### src/core/chg_sup_pkg.sv
package chg_sup_pkg;
  localparam int unsigned CLK_HZ = 50_000_000;
  localparam int unsigned SLOW_HZ = 32768;
  // slow-domain tick divider derived from the 50 MHz clock
  localparam int unsigned SLOW_DIV = CLK_HZ / SLOW_HZ;
  // watchdog periods in seconds, upper bound values
  localparam int unsigned WD_USB_S = 336;
  localparam int unsigned WD_OTHER_S = 855;
  localparam int unsigned WD_USB_LONG_S = 672;
  localparam int unsigned WD_OTHER_LONG_S = 1709;
  localparam int unsigned FAULT_MS = 2500;
  localparam int unsigned FAULT_TICKS = FAULT_MS * SLOW_HZ / 1000;
  localparam int unsigned PWM_HZ = 128;
  localparam int unsigned PWM_STEPS = 255;
  localparam int unsigned PWM_TICK = SLOW_HZ / (PWM_HZ * (PWM_STEPS + 1));
  localparam logic [6:0] WDT_RESET = 7'h00;
  localparam logic [3:0] ICHG_RESET = 4'h0;
  localparam logic [5:0] VREG_RESET = 6'h00;
  localparam logic [3:0] ILIM_RESET = 4'h0;
  localparam logic [5:0] VLIM_RESET = 6'h00;
  typedef enum logic [2:0] {
    SRC_NONE = 3'h1,
    SRC_USB = 3'h2,
    SRC_AUX = 3'h4
  } src_e;
endpackage

### src/core/charger_supervisor_control.sv
// Operation
// RULE_01 - gate charging outside temperature window, disable bit
// RULE_02 - monitor runs with source, interrupt on crossings
// RULE_03 - hardware watchdog six or fourteen minutes
// RULE_04 - long option doubles hardware watchdog periods
// RULE_05 - no source dependency uses other-source period
// RULE_06 - software watchdog uses seven-bit seconds field
// RULE_07 - software writes switch to software control
// RULE_08 - clamp current and voltage to limits
// RULE_09 - lock bit freezes limits until power loss
// RULE_10 - power-on reset clears limits and lock
// RULE_11 - battery removal flags host, ends charging
// RULE_12 - presence detector active charging, active, sleep
// RULE_13 - hardware mode led only while charging
// RULE_14 - software led control, 128 Hz PWM, 255 steps
// RULE_15 - led pulldown when disabled, on after reset
// RULE_16 - boost enabled by boost select field
// RULE_17 - vbus short stops boost, raises interrupt
// RULE_18 - port type detect polarity selectable
// RULE_19 - active-low aux enable, active-low aux status
// RULE_20 - source priority by presence and port type
// RULE_21 - fault 2.5 s moves to lower charger once
// RULE_22 - single charger kept, watchdog ends charging
// RULE_23 - watchdog expiry terminates, interrupts, resets group
// RULE_24 - timers derived from 32 kHz slow tick
`timescale 1ns/10ps
`default_nettype none
module charger_supervisor_control #(
  parameter int unsigned SLOW_DIV_P = chg_sup_pkg::SLOW_DIV,
  parameter int unsigned FAULT_TICKS_P = chg_sup_pkg::FAULT_TICKS,
  parameter int unsigned SEC_TICKS_P = chg_sup_pkg::SLOW_HZ
) (
  // clock and resets
  input wire logic mclk,
  input wire logic rst,
  input wire logic power_on_reset_n,
  // nonvolatile options
  input wire logic nv_temp_gate_dis,
  input wire logic nv_wd_long,
  input wire logic nv_src_dep,
  input wire logic nv_det_invert,
  // sensed conditions
  input wire logic vbus_det,
  input wire logic wall_charger_input,
  input wire logic temp_in_window,
  input wire logic battery_sense_input,
  input wire logic pwr_active_or_sleep,
  input wire logic port_type_detect_n,
  input wire logic usb_fault,
  input wire logic vbus_short,
  input wire logic aux_charger_status_n,
  // software control: one-cycle write strobes with data, then held level settings
  input wire logic watchdog_restart_bit,
  input wire logic wdt_wr,
  input wire logic [6:0] watchdog_timeout_field,
  input wire logic ichg_wr,
  input wire logic [3:0] charge_current_setting,
  input wire logic vreg_wr,
  input wire logic [5:0] charge_voltage_setting,
  input wire logic lim_wr,
  input wire logic [3:0] lim_current,
  input wire logic [5:0] lim_voltage,
  input wire logic lock_limit_wr,
  input wire logic temp_irq_mask,
  input wire logic boost_select_field,
  input wire logic led_sw_en,
  input wire logic [7:0] led_duty,
  input wire logic [1:0] led_supply_sel,
  input wire logic [1:0] led_level_sel,
  input wire logic led_pulldown_sel,
  // outputs
  output logic usb_charge_en,
  output logic aux_charger_enable_n,
  output logic charge_gated,
  output logic sw_mode,
  output logic [3:0] ichg_eff,
  output logic [5:0] vreg_eff,
  output logic limits_locked,
  output logic temp_irq,
  output logic batt_removed,
  output logic wd_expired_irq,
  output logic boost_on,
  output logic vbus_short_irq,
  output logic led_drive,
  output logic [1:0] led_supply,
  output logic [1:0] led_level,
  output logic led_pulldown
);
  import chg_sup_pkg::*;

  logic [15:0] div_reg;
  logic tick_reg;
  logic [15:0] sec_cnt_reg;
  logic sec_tick_reg;
  logic [10:0] wd_cnt_reg;
  logic [16:0] flt_cnt_reg;
  logic [7:0] pwm_cnt_reg;
  logic [3:0] pwm_pre_reg;
  logic [6:0] wdt_reg;
  logic [3:0] ichg_reg;
  logic [5:0] vreg_reg;
  logic [3:0] ilim_reg;
  logic [5:0] vlim_reg;
  logic lock_reg;
  logic temp_prev_reg;
  logic switched_reg;
  logic terminated_reg;
  src_e src_reg;
  src_e src_next;
  logic usb_pref;
  logic both;
  logic cur_fault;
  logic [10:0] wd_limit;
  logic presence_on;
  logic removed_now;
  logic charging;

  // slow tick emulating the always-on 32 kHz domain
  always_ff @(posedge mclk) begin
    if (rst) begin
      div_reg <= '0;
      tick_reg <= 1'b0;
    end else if (div_reg == 16'(SLOW_DIV_P - 1)) begin // RULE_24
      div_reg <= '0;
      tick_reg <= 1'b1;
    end else begin
      div_reg <= div_reg + 16'h0001;
      tick_reg <= 1'b0;
    end
  end

  always_ff @(posedge mclk) begin
    if (rst) begin
      sec_cnt_reg <= '0;
      sec_tick_reg <= 1'b0;
    end else begin
      sec_tick_reg <= 1'b0;
      if (tick_reg) begin
        if (sec_cnt_reg == 16'(SEC_TICKS_P - 1)) begin
          sec_cnt_reg <= '0;
          sec_tick_reg <= 1'b1;
        end else begin
          sec_cnt_reg <= sec_cnt_reg + 16'h0001;
        end
      end
    end
  end

  // source selection
  assign usb_pref = port_type_detect_n ^ nv_det_invert; // RULE_18
  assign both = vbus_det && wall_charger_input;
  assign cur_fault = (src_reg == SRC_USB) ? usb_fault : aux_charger_status_n;
  assign charging = (src_reg != SRC_NONE) && !charge_gated && !terminated_reg;

  always_comb begin
    src_next = SRC_NONE;
    if (vbus_det && !wall_charger_input) begin // RULE_20
      src_next = SRC_USB;
    end else if (wall_charger_input && !vbus_det) begin
      src_next = SRC_AUX;
    end else if (both) begin
      src_next = usb_pref ? SRC_USB : SRC_AUX; // RULE_20
      // once demoted, stay on the lower charger to avoid ping-pong
      if (switched_reg) begin // RULE_21
        src_next = usb_pref ? SRC_AUX : SRC_USB;
      end
    end
  end

  always_ff @(posedge mclk) begin
    if (rst) begin
      src_reg <= SRC_NONE;
      switched_reg <= 1'b0;
      flt_cnt_reg <= '0;
    end else begin
      src_reg <= src_next;
      if (!both) begin
        switched_reg <= 1'b0;
      end
      if (!cur_fault || sw_mode || src_reg == SRC_NONE) begin
        flt_cnt_reg <= '0;
      end else if (tick_reg && flt_cnt_reg != 17'(FAULT_TICKS_P)) begin
        flt_cnt_reg <= flt_cnt_reg + 17'h00001;
      end
      // single charger: fault never disables it
      if (both && !switched_reg && flt_cnt_reg == 17'(FAULT_TICKS_P)) begin // RULE_21 RULE_22
        switched_reg <= 1'b1;
        flt_cnt_reg <= '0;
      end
    end
  end

  // watchdog period select
  always_comb begin
    if (sw_mode) begin
      wd_limit = {4'h0, wdt_reg}; // RULE_06
    end else if (nv_src_dep && src_reg == SRC_USB && usb_pref) begin // RULE_03 RULE_05
      wd_limit = nv_wd_long ? 11'(WD_USB_LONG_S) : 11'(WD_USB_S); // RULE_04
    end else begin
      wd_limit = nv_wd_long ? 11'(WD_OTHER_LONG_S) : 11'(WD_OTHER_S); // RULE_04
    end
  end

  // software writes to control bits hand control to software
  always_ff @(posedge mclk) begin
    if (rst) begin
      sw_mode <= 1'b0;
      wdt_reg <= WDT_RESET;
      ichg_reg <= ICHG_RESET;
      vreg_reg <= VREG_RESET;
    end else if (wd_expired_irq) begin // RULE_23
      sw_mode <= 1'b0;
      wdt_reg <= WDT_RESET;
      ichg_reg <= ICHG_RESET;
      vreg_reg <= VREG_RESET;
    end else begin
      if (watchdog_restart_bit || wdt_wr || ichg_wr || vreg_wr) begin // RULE_07
        sw_mode <= 1'b1;
      end
      if (wdt_wr) begin
        wdt_reg <= watchdog_timeout_field;
      end
      if (ichg_wr) begin
        ichg_reg <= charge_current_setting;
      end
      if (vreg_wr) begin
        vreg_reg <= charge_voltage_setting;
      end
    end
  end

  always_ff @(posedge mclk) begin
    if (rst) begin
      wd_cnt_reg <= '0;
      wd_expired_irq <= 1'b0;
      terminated_reg <= 1'b0;
    end else begin
      wd_expired_irq <= 1'b0;
      if (src_reg == SRC_NONE) begin
        terminated_reg <= 1'b0;
        wd_cnt_reg <= '0;
      end else if (removed_now) begin // RULE_11
        terminated_reg <= 1'b1;
      end else if (watchdog_restart_bit || wdt_wr) begin
        wd_cnt_reg <= '0;
      end else if (!terminated_reg && sec_tick_reg) begin
        if (wd_cnt_reg >= wd_limit - 11'h001) begin
          wd_expired_irq <= 1'b1; // RULE_23
          terminated_reg <= 1'b1;
          wd_cnt_reg <= '0;
        end else begin
          wd_cnt_reg <= wd_cnt_reg + 11'h001;
        end
      end
    end
  end

  // limits survive soft reset, cleared only by power-on reset
  always_ff @(posedge mclk) begin
    if (!power_on_reset_n) begin // RULE_10
      ilim_reg <= ILIM_RESET;
      vlim_reg <= VLIM_RESET;
      lock_reg <= 1'b0;
    end else begin
      if (lim_wr && !lock_reg) begin // RULE_09
        ilim_reg <= lim_current;
        vlim_reg <= lim_voltage;
      end
      if (lock_limit_wr) begin
        lock_reg <= 1'b1;
      end
    end
  end

  always_ff @(posedge mclk) begin
    if (rst) begin
      ichg_eff <= '0;
      vreg_eff <= '0;
      limits_locked <= 1'b0;
    end else begin
      ichg_eff <= (ichg_reg > ilim_reg) ? ilim_reg : ichg_reg; // RULE_08
      vreg_eff <= (vreg_reg > vlim_reg) ? vlim_reg : vreg_reg; // RULE_08
      limits_locked <= lock_reg;
    end
  end

  // temperature gate and crossing interrupt
  always_ff @(posedge mclk) begin
    if (rst) begin
      temp_prev_reg <= 1'b1;
      temp_irq <= 1'b0;
      charge_gated <= 1'b0;
    end else begin
      temp_irq <= 1'b0;
      charge_gated <= 1'b0;
      if (vbus_det || wall_charger_input) begin // RULE_02
        temp_prev_reg <= temp_in_window;
        if (temp_prev_reg != temp_in_window && !temp_irq_mask) begin
          temp_irq <= 1'b1; // RULE_02
        end
        charge_gated <= !temp_in_window && !nv_temp_gate_dis; // RULE_01
      end
    end
  end

  // battery presence
  assign presence_on = (src_reg != SRC_NONE) || pwr_active_or_sleep; // RULE_12
  assign removed_now = presence_on && battery_sense_input;

  always_ff @(posedge mclk) begin
    if (rst) begin
      batt_removed <= 1'b0;
    end else begin
      batt_removed <= removed_now; // RULE_11
    end
  end

  // charger enables
  always_ff @(posedge mclk) begin
    if (rst) begin
      usb_charge_en <= 1'b0;
      aux_charger_enable_n <= 1'b1;
    end else begin
      usb_charge_en <= charging && src_reg == SRC_USB && !boost_on;
      aux_charger_enable_n <= !(charging && src_reg == SRC_AUX); // RULE_19
    end
  end

  // boost with short-circuit shutdown; retries once the short has cleared
  always_ff @(posedge mclk) begin
    if (rst) begin
      boost_on <= 1'b0;
      vbus_short_irq <= 1'b0;
    end else begin
      vbus_short_irq <= 1'b0;
      if (boost_on && vbus_short) begin // RULE_17
        boost_on <= 1'b0;
        vbus_short_irq <= 1'b1;
      end else if (!boost_select_field) begin // RULE_16
        boost_on <= 1'b0;
      end else if (!vbus_short && !vbus_short_irq && !boost_on) begin
        boost_on <= 1'b1;
      end
    end
  end

  // led pwm: 255-step duty over a 256-slot frame
  always_ff @(posedge mclk) begin
    if (rst) begin
      pwm_pre_reg <= '0;
      pwm_cnt_reg <= '0;
    end else if (tick_reg) begin
      if (pwm_pre_reg == 4'(PWM_TICK - 1) || PWM_TICK <= 1) begin // RULE_14
        pwm_pre_reg <= '0;
        pwm_cnt_reg <= pwm_cnt_reg + 8'h01;
      end else begin
        pwm_pre_reg <= pwm_pre_reg + 4'h1;
      end
    end
  end

  always_ff @(posedge mclk) begin
    if (rst) begin
      led_drive <= 1'b0;
      led_supply <= 2'h0;
      led_level <= 2'h0;
      led_pulldown <= 1'b1; // RULE_15
    end else begin
      if (led_sw_en) begin
        led_drive <= pwm_cnt_reg < led_duty; // RULE_14
        led_supply <= led_supply_sel;
        led_level <= led_level_sel;
        led_pulldown <= 1'b0;
      end else begin
        // status line low means the aux charger is really charging
        led_drive <= !sw_mode && charging &&
          ((src_reg == SRC_USB && !usb_fault) ||
           (src_reg == SRC_AUX && !aux_charger_status_n)); // RULE_13
        led_supply <= (src_reg == SRC_AUX) ? 2'h1 : 2'h0;
        led_level <= 2'h0;
        led_pulldown <= led_pulldown_sel && !led_drive; // RULE_15
      end
    end
  end

  a_lock_holds: assert property (@(posedge mclk) disable iff (!power_on_reset_n)
    lock_reg && lim_wr |=> $stable(ilim_reg) && $stable(vlim_reg)) // RULE_09
    else $error("limits changed while locked");
  a_clamp_current: assert property (@(posedge mclk) disable iff (rst)
    ##1 ichg_eff <= $past(ilim_reg)) // RULE_08
    else $error("current above limit");
  a_sw_switch: assert property (@(posedge mclk) disable iff (rst)
    (watchdog_restart_bit || wdt_wr || ichg_wr || vreg_wr) && !wd_expired_irq |=> sw_mode) // RULE_07
    else $error("no switch to software control");
  a_short_stop: assert property (@(posedge mclk) disable iff (rst)
    boost_on && vbus_short |=> !boost_on && vbus_short_irq) // RULE_17
    else $error("boost not stopped on short");
  a_aux_enable: assert property (@(posedge mclk) disable iff (rst)
    !aux_charger_enable_n |-> $past(src_reg) == SRC_AUX) // RULE_19
    else $error("aux enabled without aux source");
  a_removal_flag: assert property (@(posedge mclk) disable iff (rst)
    presence_on && battery_sense_input |=> batt_removed) // RULE_11
    else $error("removal not flagged");
  a_gate_temp: assert property (@(posedge mclk) disable iff (rst)
    vbus_det && !temp_in_window && !nv_temp_gate_dis |=> charge_gated) // RULE_01
    else $error("charging not gated");
  a_usb_prio: assert property (@(posedge mclk) disable iff (rst)
    vbus_det && !wall_charger_input |=> src_reg == SRC_USB) // RULE_20
    else $error("usb not chosen");
  a_wd_period: assert property (@(posedge mclk) disable iff (rst)
    !sw_mode && !nv_src_dep |-> wd_limit >= 11'(WD_OTHER_S)) // RULE_05
    else $error("wrong hardware watchdog period");
endmodule // charger_supervisor_control
`default_nettype wire

### config.mk
export PLATFORM = sky130hd
export DESIGN_NAME = charger_supervisor_control
export DESIGN_NICKNAME = d
export VERILOG_FILES = /design/src/core/chg_sup_pkg.sv /design/src/core/charger_supervisor_control.sv
export SDC_FILE = /design/constraint.sdc
export NUM_CORES = 1
export LEC_CHECK = 0
export BUFFER_PORTS_ARGS = -buffer_cell sky130_fd_sc_hd__buf_4
export CELL_PAD_IN_SITES_DETAIL_PLACEMENT = 0
export CELL_PAD_IN_SITES_GLOBAL_PLACEMENT = 1
export CORE_ASPECT_RATIO = 0.75
export CORE_UTILIZATION = 35
export CTS_CLUSTER_SIZE = 28
export DETAILED_ROUTE_END_ITERATION = 8
export MAX_ROUTING_LAYER = met4
export PLACE_DENSITY = 0.64
export SLEW_MARGIN = 20
export SYNTH_ARGS = -nofsm -noshare
export SYNTH_HDL_FRONTEND = slang
export SYNTH_SLANG_ARGS = --single-unit
### constraint.sdc
create_clock -name mclk -period 7.1 [get_ports mclk]
set_clock_uncertainty 0.2 [all_clocks]
set_input_delay 1.42 -clock mclk [delete_from_list [all_inputs] [get_ports mclk]]
set_output_delay 1.42 -clock mclk [all_outputs]
set_load 0.01 [all_outputs]
# Word-level counts from Yosys, hierarchy flattened
# Index checks and enable logic that the tools add are counted.
[op_classes]
add_sub_neg = 6
order_cmp = 4
eq_ne = 11
mux = 32
bitwise = 7
n_reduce_logical = 67
[ops]
columns = ["operator", "count"]
rows = [
  ["two-way mux 11 bit", 6],
  ["adder 16 x 1 -> 16 bit, second input constant", 2],
  ["logical AND 1 bit", 26],
  ["logical NOT 1 bit", 18],
  ["adder 17 x 1 -> 17 bit, second input constant", 1],
  ["equality test 17 bit, second input constant", 1],
  ["inequality test 17 bit, second input constant", 1],
  ["equality test 16 x 11 -> 1 bit, second input constant", 1],
  ["equality test 16 x 15 -> 1 bit, second input constant", 1],
  ["two-way mux 16 bit", 1],
  ["two-way mux 1 bit", 15],
  ["two-way mux 3 bit", 5],
  ["OR reduction 2 bit", 7],
  ["adder 11 x 1 -> 11 bit, second input constant", 1],
  [">= comparator 11 bit", 1],
  ["subtractor 11 x 1 -> 11 bit, second input constant", 1],
  ["two-way mux 10 bit", 1],
  ["adder 8 x 1 -> 8 bit, second input constant", 1],
  ["logical OR 1 bit", 8],
  ["< comparator 8 bit", 1],
  ["greater-than comparator 6 bit", 1],
  ["two-way mux 6 bit", 1],
  ["NOT 1 bit", 6],
  ["nonzero test 2 bit", 3],
  ["15 further kinds", 17],
]
[totals]
ff_bits = 130
input_bits = 65
out_inout_bits = 26
wordCells = 161

# Longest topological paths before layout
# Gate-level depths: netlist of the first run.
[logic_depth]
ltp_word = 11
ltp_mapped = 14
depth_no_buf = 14

# Worst setup path after synthesis of the first run
# OpenSTA, ideal clock, no wires.
[synth_path]
path_kind = "input-to-reg"
start = "input nv_det_invert"
end = "register wd_cnt_reg[1]"
setup_time_ns = 0.117
arrival_time_ns = 4.074
t_required_ns = 6.783
setup_slack_ns = 2.708
cell_stages = 13
n_path_buf = 0
path_cell_list = "xor2_1 -> nand3_1 -> mux2i_1 -> ha_1 -> nand2_1 -> or3_1 -> xnor2_1 -> ha_1 -> and4_1 -> o21ai_0 -> o211ai_1 -> a21boi_0 -> a32o_1"
[synth_via]
elab_chain_cells = 9
[synth_lines]
columns = ["item", "line", "text"]
rows = [
  ["start, declared", "charger_supervisor_control.sv:41", "input wire logic nv_det_invert,"],
  ["bitwise XOR 1 bit", "charger_supervisor_control.sv:150", "assign usb_pref = port_type_detect_n ^ nv_det_invert;"],
  ["logical AND 1 bit", "charger_supervisor_control.sv:197", "end else if (nv_src_dep && src_reg == SRC_USB && usb_pref) begin"],
  ["two-way mux 11 bit", "charger_supervisor_control.sv:197", ""],
  ["two-way mux 11 bit", "charger_supervisor_control.sv:195", "if (sw_mode) begin"],
  ["subtractor 11 x 1 -> 11 bit", "charger_supervisor_control.sv:247", "if (wd_cnt_reg >= wd_limit - 11'h001) begin"],
  [">= comparator 11 bit", "charger_supervisor_control.sv:247", ""],
  ["two-way mux 11 bit", "charger_supervisor_control.sv:247", ""],
  ["two-way mux 11 bit", "charger_supervisor_control.sv:246", "end else if (!terminated_reg && sec_tick_reg) begin"],
  ["two-way mux 11 bit", "charger_supervisor_control.sv:244", "end else if (watchdog_restart_bit || wdt_wr) begin"],
  ["end signal, assigned", "charger_supervisor_control.sv:252", "wd_cnt_reg <= wd_cnt_reg + 11'h001;"],
  ["end, declared", "charger_supervisor_control.sv:95", "logic [10:0] wd_cnt_reg;"],
]
# Every way passes these cells. The select of a mux whose other input is x is not followed.
# A chain may end at the register's enable or synchronous reset.

# Worst setup path after layout of the first run
# Same ends and word-level chain as after synthesis.

==> flow_summary.json, run 1 <==
{
  "die-area_um2": 18340,
  "firstDrtPassIters": 5,
  "cellLeakagePower_nw": 3.151,
  "grt_max_degree": 30,
  "yosysUniqueCellTypes": 61,
  "stdcell_count": 1043,
  "ir_drop_mv": 0.1489,
  "overflow": 0,
  "cts.sinks": 130,
  "grt.total_usage_pct": 18.02,
  "combPwrFrac_pct": 8.9,
  "io_pins": 91,
  "cpPeakStageDelay_ps": 380,
  "multi_input_area_um2": 3410,
  "period_minus_slack_ps": 4568,
  "path_buf_inv": 1,
  "root_buffer": "clkbuf_16",
  "holdPathEnd": "flt_cnt_reg[0]",
  "r2r_start": "src_reg[1]",
  "die_h_um": 117.5,
  "grt_pass1_wl_um": 25180,
  "numCtsBuffers": 17,
  "hold_start": "flt_cnt_reg[0]",
  "synth_cells": 707,
  "setup_tns_ps": 0,
  "via_count": 5238,
  "hold_depth": 2,
  "p_seq_share_pct": 41.1,
  "power.internal_w": 0.001453,
  "grt_setup_unrepaired": "no",
  "path_cells": "buf_4 -> xor2_1 -> nand3_1 -> mux2i_1 -> ha_1 -> nand2_1 -> or3_1 -> xnor2_1 -> ha_1 -> and4_1 -> o21ai_0 -> o211ai_1 -> a21boi_0 -> a32o_1",
  "cp-start-kind": "primary input",
  "worstSetupEndpointType": "register",
  "synthFlopType": "dfxtp_1",
  "grt_pass1_vias": 5011,
  "cts_tree": "done",
  "critical_path_class": "in -> reg",
  "p_sw_w": 0.0004205,
  "final_area_um2": 7750,
  "fill_cells": 1708,
  "dpl.hpwl_um": 11560,
  "ant_nets": 0,
  "arrival_ps": 4670,
  "path_common_cell": "ha_1",
  "clkPwrFrac_pct": 50.0,
  "syn_to_final_growth_pct": 24.43,
  "dp.cells": 1012,
  "worst_pin_slew_ps": 862.3,
  "largest_reg_flops": 17,
  "fin_crit_sh_pct": 64.34,
  "regArea_um2": 2603,
  "ys_seq_elements": 130,
  "vias_per_cell": 5.022,
  "r2r-end": "wd_cnt_reg[1]",
  "post-place-ws_ps": 2156,
  "postSynthNetCount": 808,
  "power_density_nw_per_um2": 241.8,
  "hold_buffers": 0,
  "syn-cell-area_um2": 6228,
  "fin_nets": 896,
  "syn_area_per_cell_um2": 8.810,
  "cts.htree.levels": 4,
  "antenna_found_initial": 0,
  "worst-path-max-fanout": 5,
  "hold_class": "reg -> reg",
  "wl_um": 15400,
  "slowest_stage": "or3_1",
  "r2r_slack_ps": 3080,
  "setup_viol": 0,
  "cts_setup_buffers": 0,
  "fmax_ghz": 0.2189,
  "row_count": 41,
  "post_cts_resized": 0,
  "wire_per_inst_um": 14.77,
  "synthArstFlopShare_pct": 0,
  "cap_viol_max_count": 0,
  "timing.final.ws_setup_ps": 2532,
  "io_buffers": 90,
  "drt_iter0_markers": 261,
  "layout-drive-gt1-share_pct": 16.36,
  "synth_edf_count": 0,
  "hold_viol": 0,
  "ys_warn_count": 0,
  "globalplace.congestion": 0.8786,
  "dieWidth_um": 156.0,
  "start_util_pct": 36.35,
  "clockBufferDepth": 2,
  "clkTransAtPathRegs_ps": 50,
  "fin_util_pct": 45.23,
  "n_antenna_cell": 0,
  "rr_worst_depth": 13,
  "core_area_um2": 17130,
  "switching_share_pct": 22.44,
  "drc_errors": 0,
  "insertion_delay_ps": 410,
  "synth_seq_area_share_pct": 41.78,
  "slew_headroom_pct": 42.51,
  "postPlaceCellArea_um2": 7114,
  "crit_family": "compound AO/OA/AOI/OAI gates",
  "status": "finished clean",
  "worstPathRequired_ps": 7200,
  "slew_viol_final": 0
}
tightest hold or removal path, stage by stage (launching register included):
cell and delay [ps]:
dfxtp_1 330, nand2_1 60, a21oi_1 50
logic make-up after synthesis:
kind of cell / Yosys count / share of synthesized area (%)
mux: 32 / 5.163
simple gates: 299 / 23.60
fa+ha+maj: 36 / 7.232
compound gates: 100 / 10.87
buf+inv: 54 / 3.475
flops: 130 / 41.78
xor+xnor: 56 / 7.875
cells in the final DEF, fill, tap and decap left out, drive strengths merged, types with 21 or more instances in the layout:
| cell | count |
|---|---|
| ha | 36 |
| dfxtp | 130 |
| clkbuf | 21 |
| nand3 | 24 |
| buf | 92 |
| xor2 | 36 |
| a21oi | 25 |
| inv | 30 |
| mux2i | 31 |
| nor2 | 84 |
| nand2 | 82 |
| nand4 | 21 |
| o21ai | 22 |
cells in the mapped netlist (all sizes together), types with 9 or more instances:
cell | number | area share, %
buf | 10 | 0.82
and3 | 12 | 1.2
a21boi | 11 | 1.3
dfxtp | 130 | 42
xor2 | 36 | 5.1
ha | 36 | 7.2
xnor2 | 20 | 2.8
inv | 30 | 1.8
o21ai | 22 | 1.8
or3 | 11 | 1.1
nor3 | 17 | 1.4
nor2 | 84 | 5.1
and4 | 9 | 1.3
mux2i | 31 | 5.0
a21oi | 25 | 2.1
nand3 | 24 | 1.9
clkbuf | 13 | 0.78
nand4 | 21 | 2.1
nand2 | 82 | 4.9
power by group through the flow:
stage / clock, W / sequential, W / combinational, W
floorplan: 0 / 0.000782 / 0.0000984
global placement: 0 / 0.000785 / 0.000165
detailed placement: 0 / 0.000785 / 0.000168
CTS: 0.000960 / 0.000769 / 0.000169
global route: 0.000990 / 0.000772 / 0.000186
finish: 0.000937 / 0.000769 / 0.000167
worst max-delay path by stage:
| stage | startpoint | endpoint | slack [ps] | depth (start not counted) |
|---|---|---|---|---|
| global placement | nv_det_invert | wd_cnt_reg[1] | 2270 | 14 |
| finish | nv_det_invert | wd_cnt_reg[1] | 2530 | 14 |
| CTS | nv_det_invert | wd_cnt_reg[1] | 2580 | 14 |
| detailed placement | nv_det_invert | wd_cnt_reg[1] | 2160 | 14 |
| floorplan | nv_det_invert | wd_cnt_reg[1] | 2710 | 13 |
| global route | nv_det_invert | wd_cnt_reg[1] | 2250 | 14 |
per-stage QoR:
stage	total power, W	hold slack, ps
global placement	0.0009499	268.7
detailed placement	0.0009528	273.5
finish	0.001874	283.9
floorplan	0.0008802	247.1
global route	0.001948	298.6
CTS	0.001898	285.2
per-layer routing:
layer | GRT usage (%) | vias up | part of all wire, %
li1 | - | 2659 | -
met1 | 24.60 | 2442 | 51
met2 | 25.86 | 126 | 43
met3 | 4.308 | 11 | 4.7
met4 | 6.066 | 0 | 1.1
met5 | - | - | 0
cell type report:
cell class | instances | share of cell area, %
Multi-Input combinational cell | 523 | 43.99
Sequential cell | 130 | 33.58
Timing Repair Buffer | 92 | 8.912
Clock buffer | 21 | 6.200
Tap cell | 236 | 3.810
Clock inverter | 10 | 2.002
Inverter | 31 | 1.501
No activity file was read; power rests on OpenSTA's default activity.
==> run 2: changes to the inputs <==
Settings changed: ABC_AREA set to 1, PLACE_DENSITY 0.64 to 0.69.
Clock period 7.1 ns to 3.85 ns, I/O delays scaled along.
==> run 2 against run 1 <==
Combinational power up 110%. Count of clock-buffer cells in the layout up 1. Worst setup slack worse by 2000 ps. Utilization down 1.4 points. Global-route usage about the same. Synthesized area up 6.2%. Clock power up 68%. Critical path depth up 9. Cell area up 4.6%. Via count up 12%. Sequential share of layout area down 1.5 points. Largest power group unchanged.
==> flow_summary.json, run 2 <==
{
  "dieWidth_um": 160.8,
  "cts_tree": "done",
  "postSynthNetCount": 1031,
  "final_common_cell": "nand2_1",
  "root_buffer": "clkbuf_16",
  "synthArstFlopShare_pct": 0,
  "grt_max_degree": 28,
  "ys_warn_count": 0,
  "grt_pass1_wl_um": 27100,
  "io_buffers": 90,
  "largest_reg_flops": 17,
  "core_area_um2": 18510,
  "cts_setup_buffers": 0,
  "final_cell_mix": "nand2_1, dfxtp_1, inv_1",
  "dpl.hpwl_um": 12340,
  "power_density_nw_per_um2": 411.9,
  "p_seq_share_pct": 42.6,
  "slew_viol_final": 0,
  "switching_share_pct": 24.80,
  "layout-drive-gt1-share_pct": 15.01,
  "hold_class": "reg -> reg",
  "cts.htree.levels": 4,
  "rr_worst_depth": 23,
  "met2_length_um": 6251,
  "syn_area_per_cell_um2": 7.114,
  "wl_um": 16230,
  "ant_nets": 0,
  "die_h_um": 121.1,
  "syn-cell-area_um2": 6616,
  "wire_per_inst_um": 12.62,
  "wl_met1_um": 9228,
  "fin_crit_sh_pct": 85.16,
  "r2r-end": "wd_expired_irq",
  "synth_common_cells": "nand2_1, dfxtp_1, inv_1",
  "grt_pass1_vias": 5401,
  "fin_util_pct": 43.81,
  "insertion_delay_ps": 420,
  "hold_buffers": 0,
  "muxShareOfSynthArea_pct": 0,
  "cts.sinks": 130,
  "synth_compound_area_share_pct": 10.76,
  "hold_depth": 1,
  "setup_viol": 0,
  "grt.total_usage_pct": 18.06,
  "hold_start": "vbus_short_irq",
  "hold_viol": 0,
  "clkPwrFrac_pct": 46.9,
  "r2r_start": "src_reg[0]",
  "fmax_ghz": 0.3050,
  "row_count": 43,
  "clkTransAtPathRegs_ps": 60,
  "overflow": 0,
  "synth_xor_area_share_pct": 4.104,
  "antenna_found_initial": 0,
  "highest_layer": "met4",
  "synth_simple_gate_area_share_pct": 30.09,
  "n_antenna_cell": 0,
  "die-area_um2": 19460,
  "setup_tns_ps": 0,
  "via_count": 5866,
  "worst-path-max-fanout": 4,
  "worst_pin_slew_ps": 576.5,
  "post_cts_resized": 0,
  "synth_seq_area_share_pct": 39.33,
  "fill_cells": 1949,
  "cp-startpoint": "src_reg[0]",
  "drt_iter0_markers": 318,
  "globalplace.congestion": 0.8307,
  "cp-start-kind": "register",
  "p_sw_w": 0.0008284,
  "slew_headroom_pct": 61.48,
  "combPwrFrac_pct": 10.5,
  "ir_drop_mv": 0.2106,
  "wl_met3_um": 629,
  "io_pins": 91,
  "synth_cells": 930,
  "power.internal_w": 0.002511,
  "grt_setup_unrepaired": "no",
  "synth_fa_ha_area_share_pct": 6.808,
  "synth.area.top_cells": "dfxtp_1, nand2_1, inv_1, ha_1, nor2_1",
  "fin_nets": 1128,
  "synthFlopType": "dfxtp_1",
  "status": "finished clean",
  "yosysTopAreaCell": "dfxtp_1",
  "worstSetupEndpointType": "register",
  "synth_edf_count": 0,
  "netlist.area_leader.share_pct": 39.33,
  "r2r_slack_ps": 570,
  "syn_to_final_growth_pct": 22.54,
  "holdPathEnd": "boost_on",
  "cellLeakagePower_nw": 3.495,
  "synth_top_family_by_area": "simple AND/OR/NAND/NOR gates",
  "arrival_ps": 3410,
  "period_minus_slack_ps": 3279,
  "ys_seq_elements": 130,
  "drc_errors": 0,
  "yosysUniqueCellTypes": 38,
  "numCtsBuffers": 17,
  "yosysMostFrequentCell": "nand2_1",
  "firstDrtPassIters": 5,
  "critical_path_class": "reg -> reg",
  "clockBufferDepth": 2,
  "start_util_pct": 35.75,
  "cap_viol_max_count": 0,
  "worstPathRequired_ps": 3980,
  "vias_per_cell": 4.561
}
run 2: changes by cell type in the layout (fill, tap and decap cells not counted), sizes merged, moves of 30 or more:
| cell | before | now |
|---|---|---|
| mux2i | 31 | 0 |
| nand2 | 82 | 199 |
| o21ai | 22 | 52 |
| inv | 30 | 135 |
| nor2 | 84 | 125 |
| a21oi | 25 | 76 |
| nand3 | 24 | 58 |
run 2: kinds of logic (layout without fill, tap and decap cells):
kind of cell,Yosys count,in the layout
adder cells (fa/ha/maj),36,36
XOR/XNOR,31,31
flip-flops,130,130
AO/OA/AOI/OAI,135,135
buffers and inverters,151,260
AND/OR/NAND/NOR,447,447
run 2: metal layers:
| layer | vias to the layer above | track usage (%) |
|---|---|---|
| met2 | 88 | 23.43 |
| li1 | 3187 | - |
| met5 | - | - |
| met1 | 2583 | 27.10 |
| met4 | 0 | 5.012 |
| met3 | 8 | 4.272 |
run 2: stage by stage:
step	hold WS [ps]	cells	worst slack, ps	instance area [µm²]	total power (W)
after floorplan	224.3	930	619.7	6616	0.001651
after global placement	231.1	1255	244.9	7545	0.001808
after detailed placement	234.2	1255	188.6	7545	0.001807
after CTS	247.1	1286	552.6	8108	0.003392
after global routing	276.0	1286	188.7	8108	0.003505
final	241.8	1286	571.3	8108	0.003340
run 2: worst max-delay path: stages, from the launching register on:
cell and delay [ps]:
dfxtp_1 340, inv_2 60, nand2_1 50, nor2_2 250, nand3_2 170, nand2_2 110, inv_1 50, a21oi_1 170
ha_1 170, inv_1 70, nor2_1 140, nand4_1 130, nand2_1 80, inv_1 40, ha_1 300, nand2_1 70
nor2_1 140, nand2_1 60, a21oi_1 110, nor2_1 80, buf_4 150, nand2_1 60, nand2_1 60, nor3_1 120
run 2: how the worst max path moves through the flow:
stage | cells past startpoint | slack, ps | endpoint
2_1_floorplan | 22 | 620 | wd_cnt_reg[0]
3_3_place_gp | 24 | 240 | wd_cnt_reg[3]
3_5_place_dp | 24 | 190 | wd_cnt_reg[0]
4_1_cts | 23 | 550 | wd_expired_irq
5_1_grt | 23 | 190 | wd_expired_irq
6_report | 23 | 570 | wd_expired_irq
run 2: power by group through the flow:
stage          Combinational [W]  Clock [W]  Sequential, W
3_3_place_gp            0.000356          0        0.00145
4_1_cts                 0.000355    0.00161        0.00142
2_1_floorplan           0.000193          0        0.00146
3_5_place_dp            0.000354          0        0.00145
5_1_grt                 0.000401    0.00168        0.00143
6_report                0.000350    0.00157        0.00142
run 2: final cells by class:
type	instances	area, µm²	area share [%]
Clock buffer	22	454.2	5.602
Clock inverter	9	108.9	1.343
Inverter	136	510.5	6.296
Multi-Input combinational cell	649	3425	42.24
Sequential cell	130	2603	32.10
Tap cell	247	309.0	3.812
Timing Repair Buffer	93	698.2	8.611
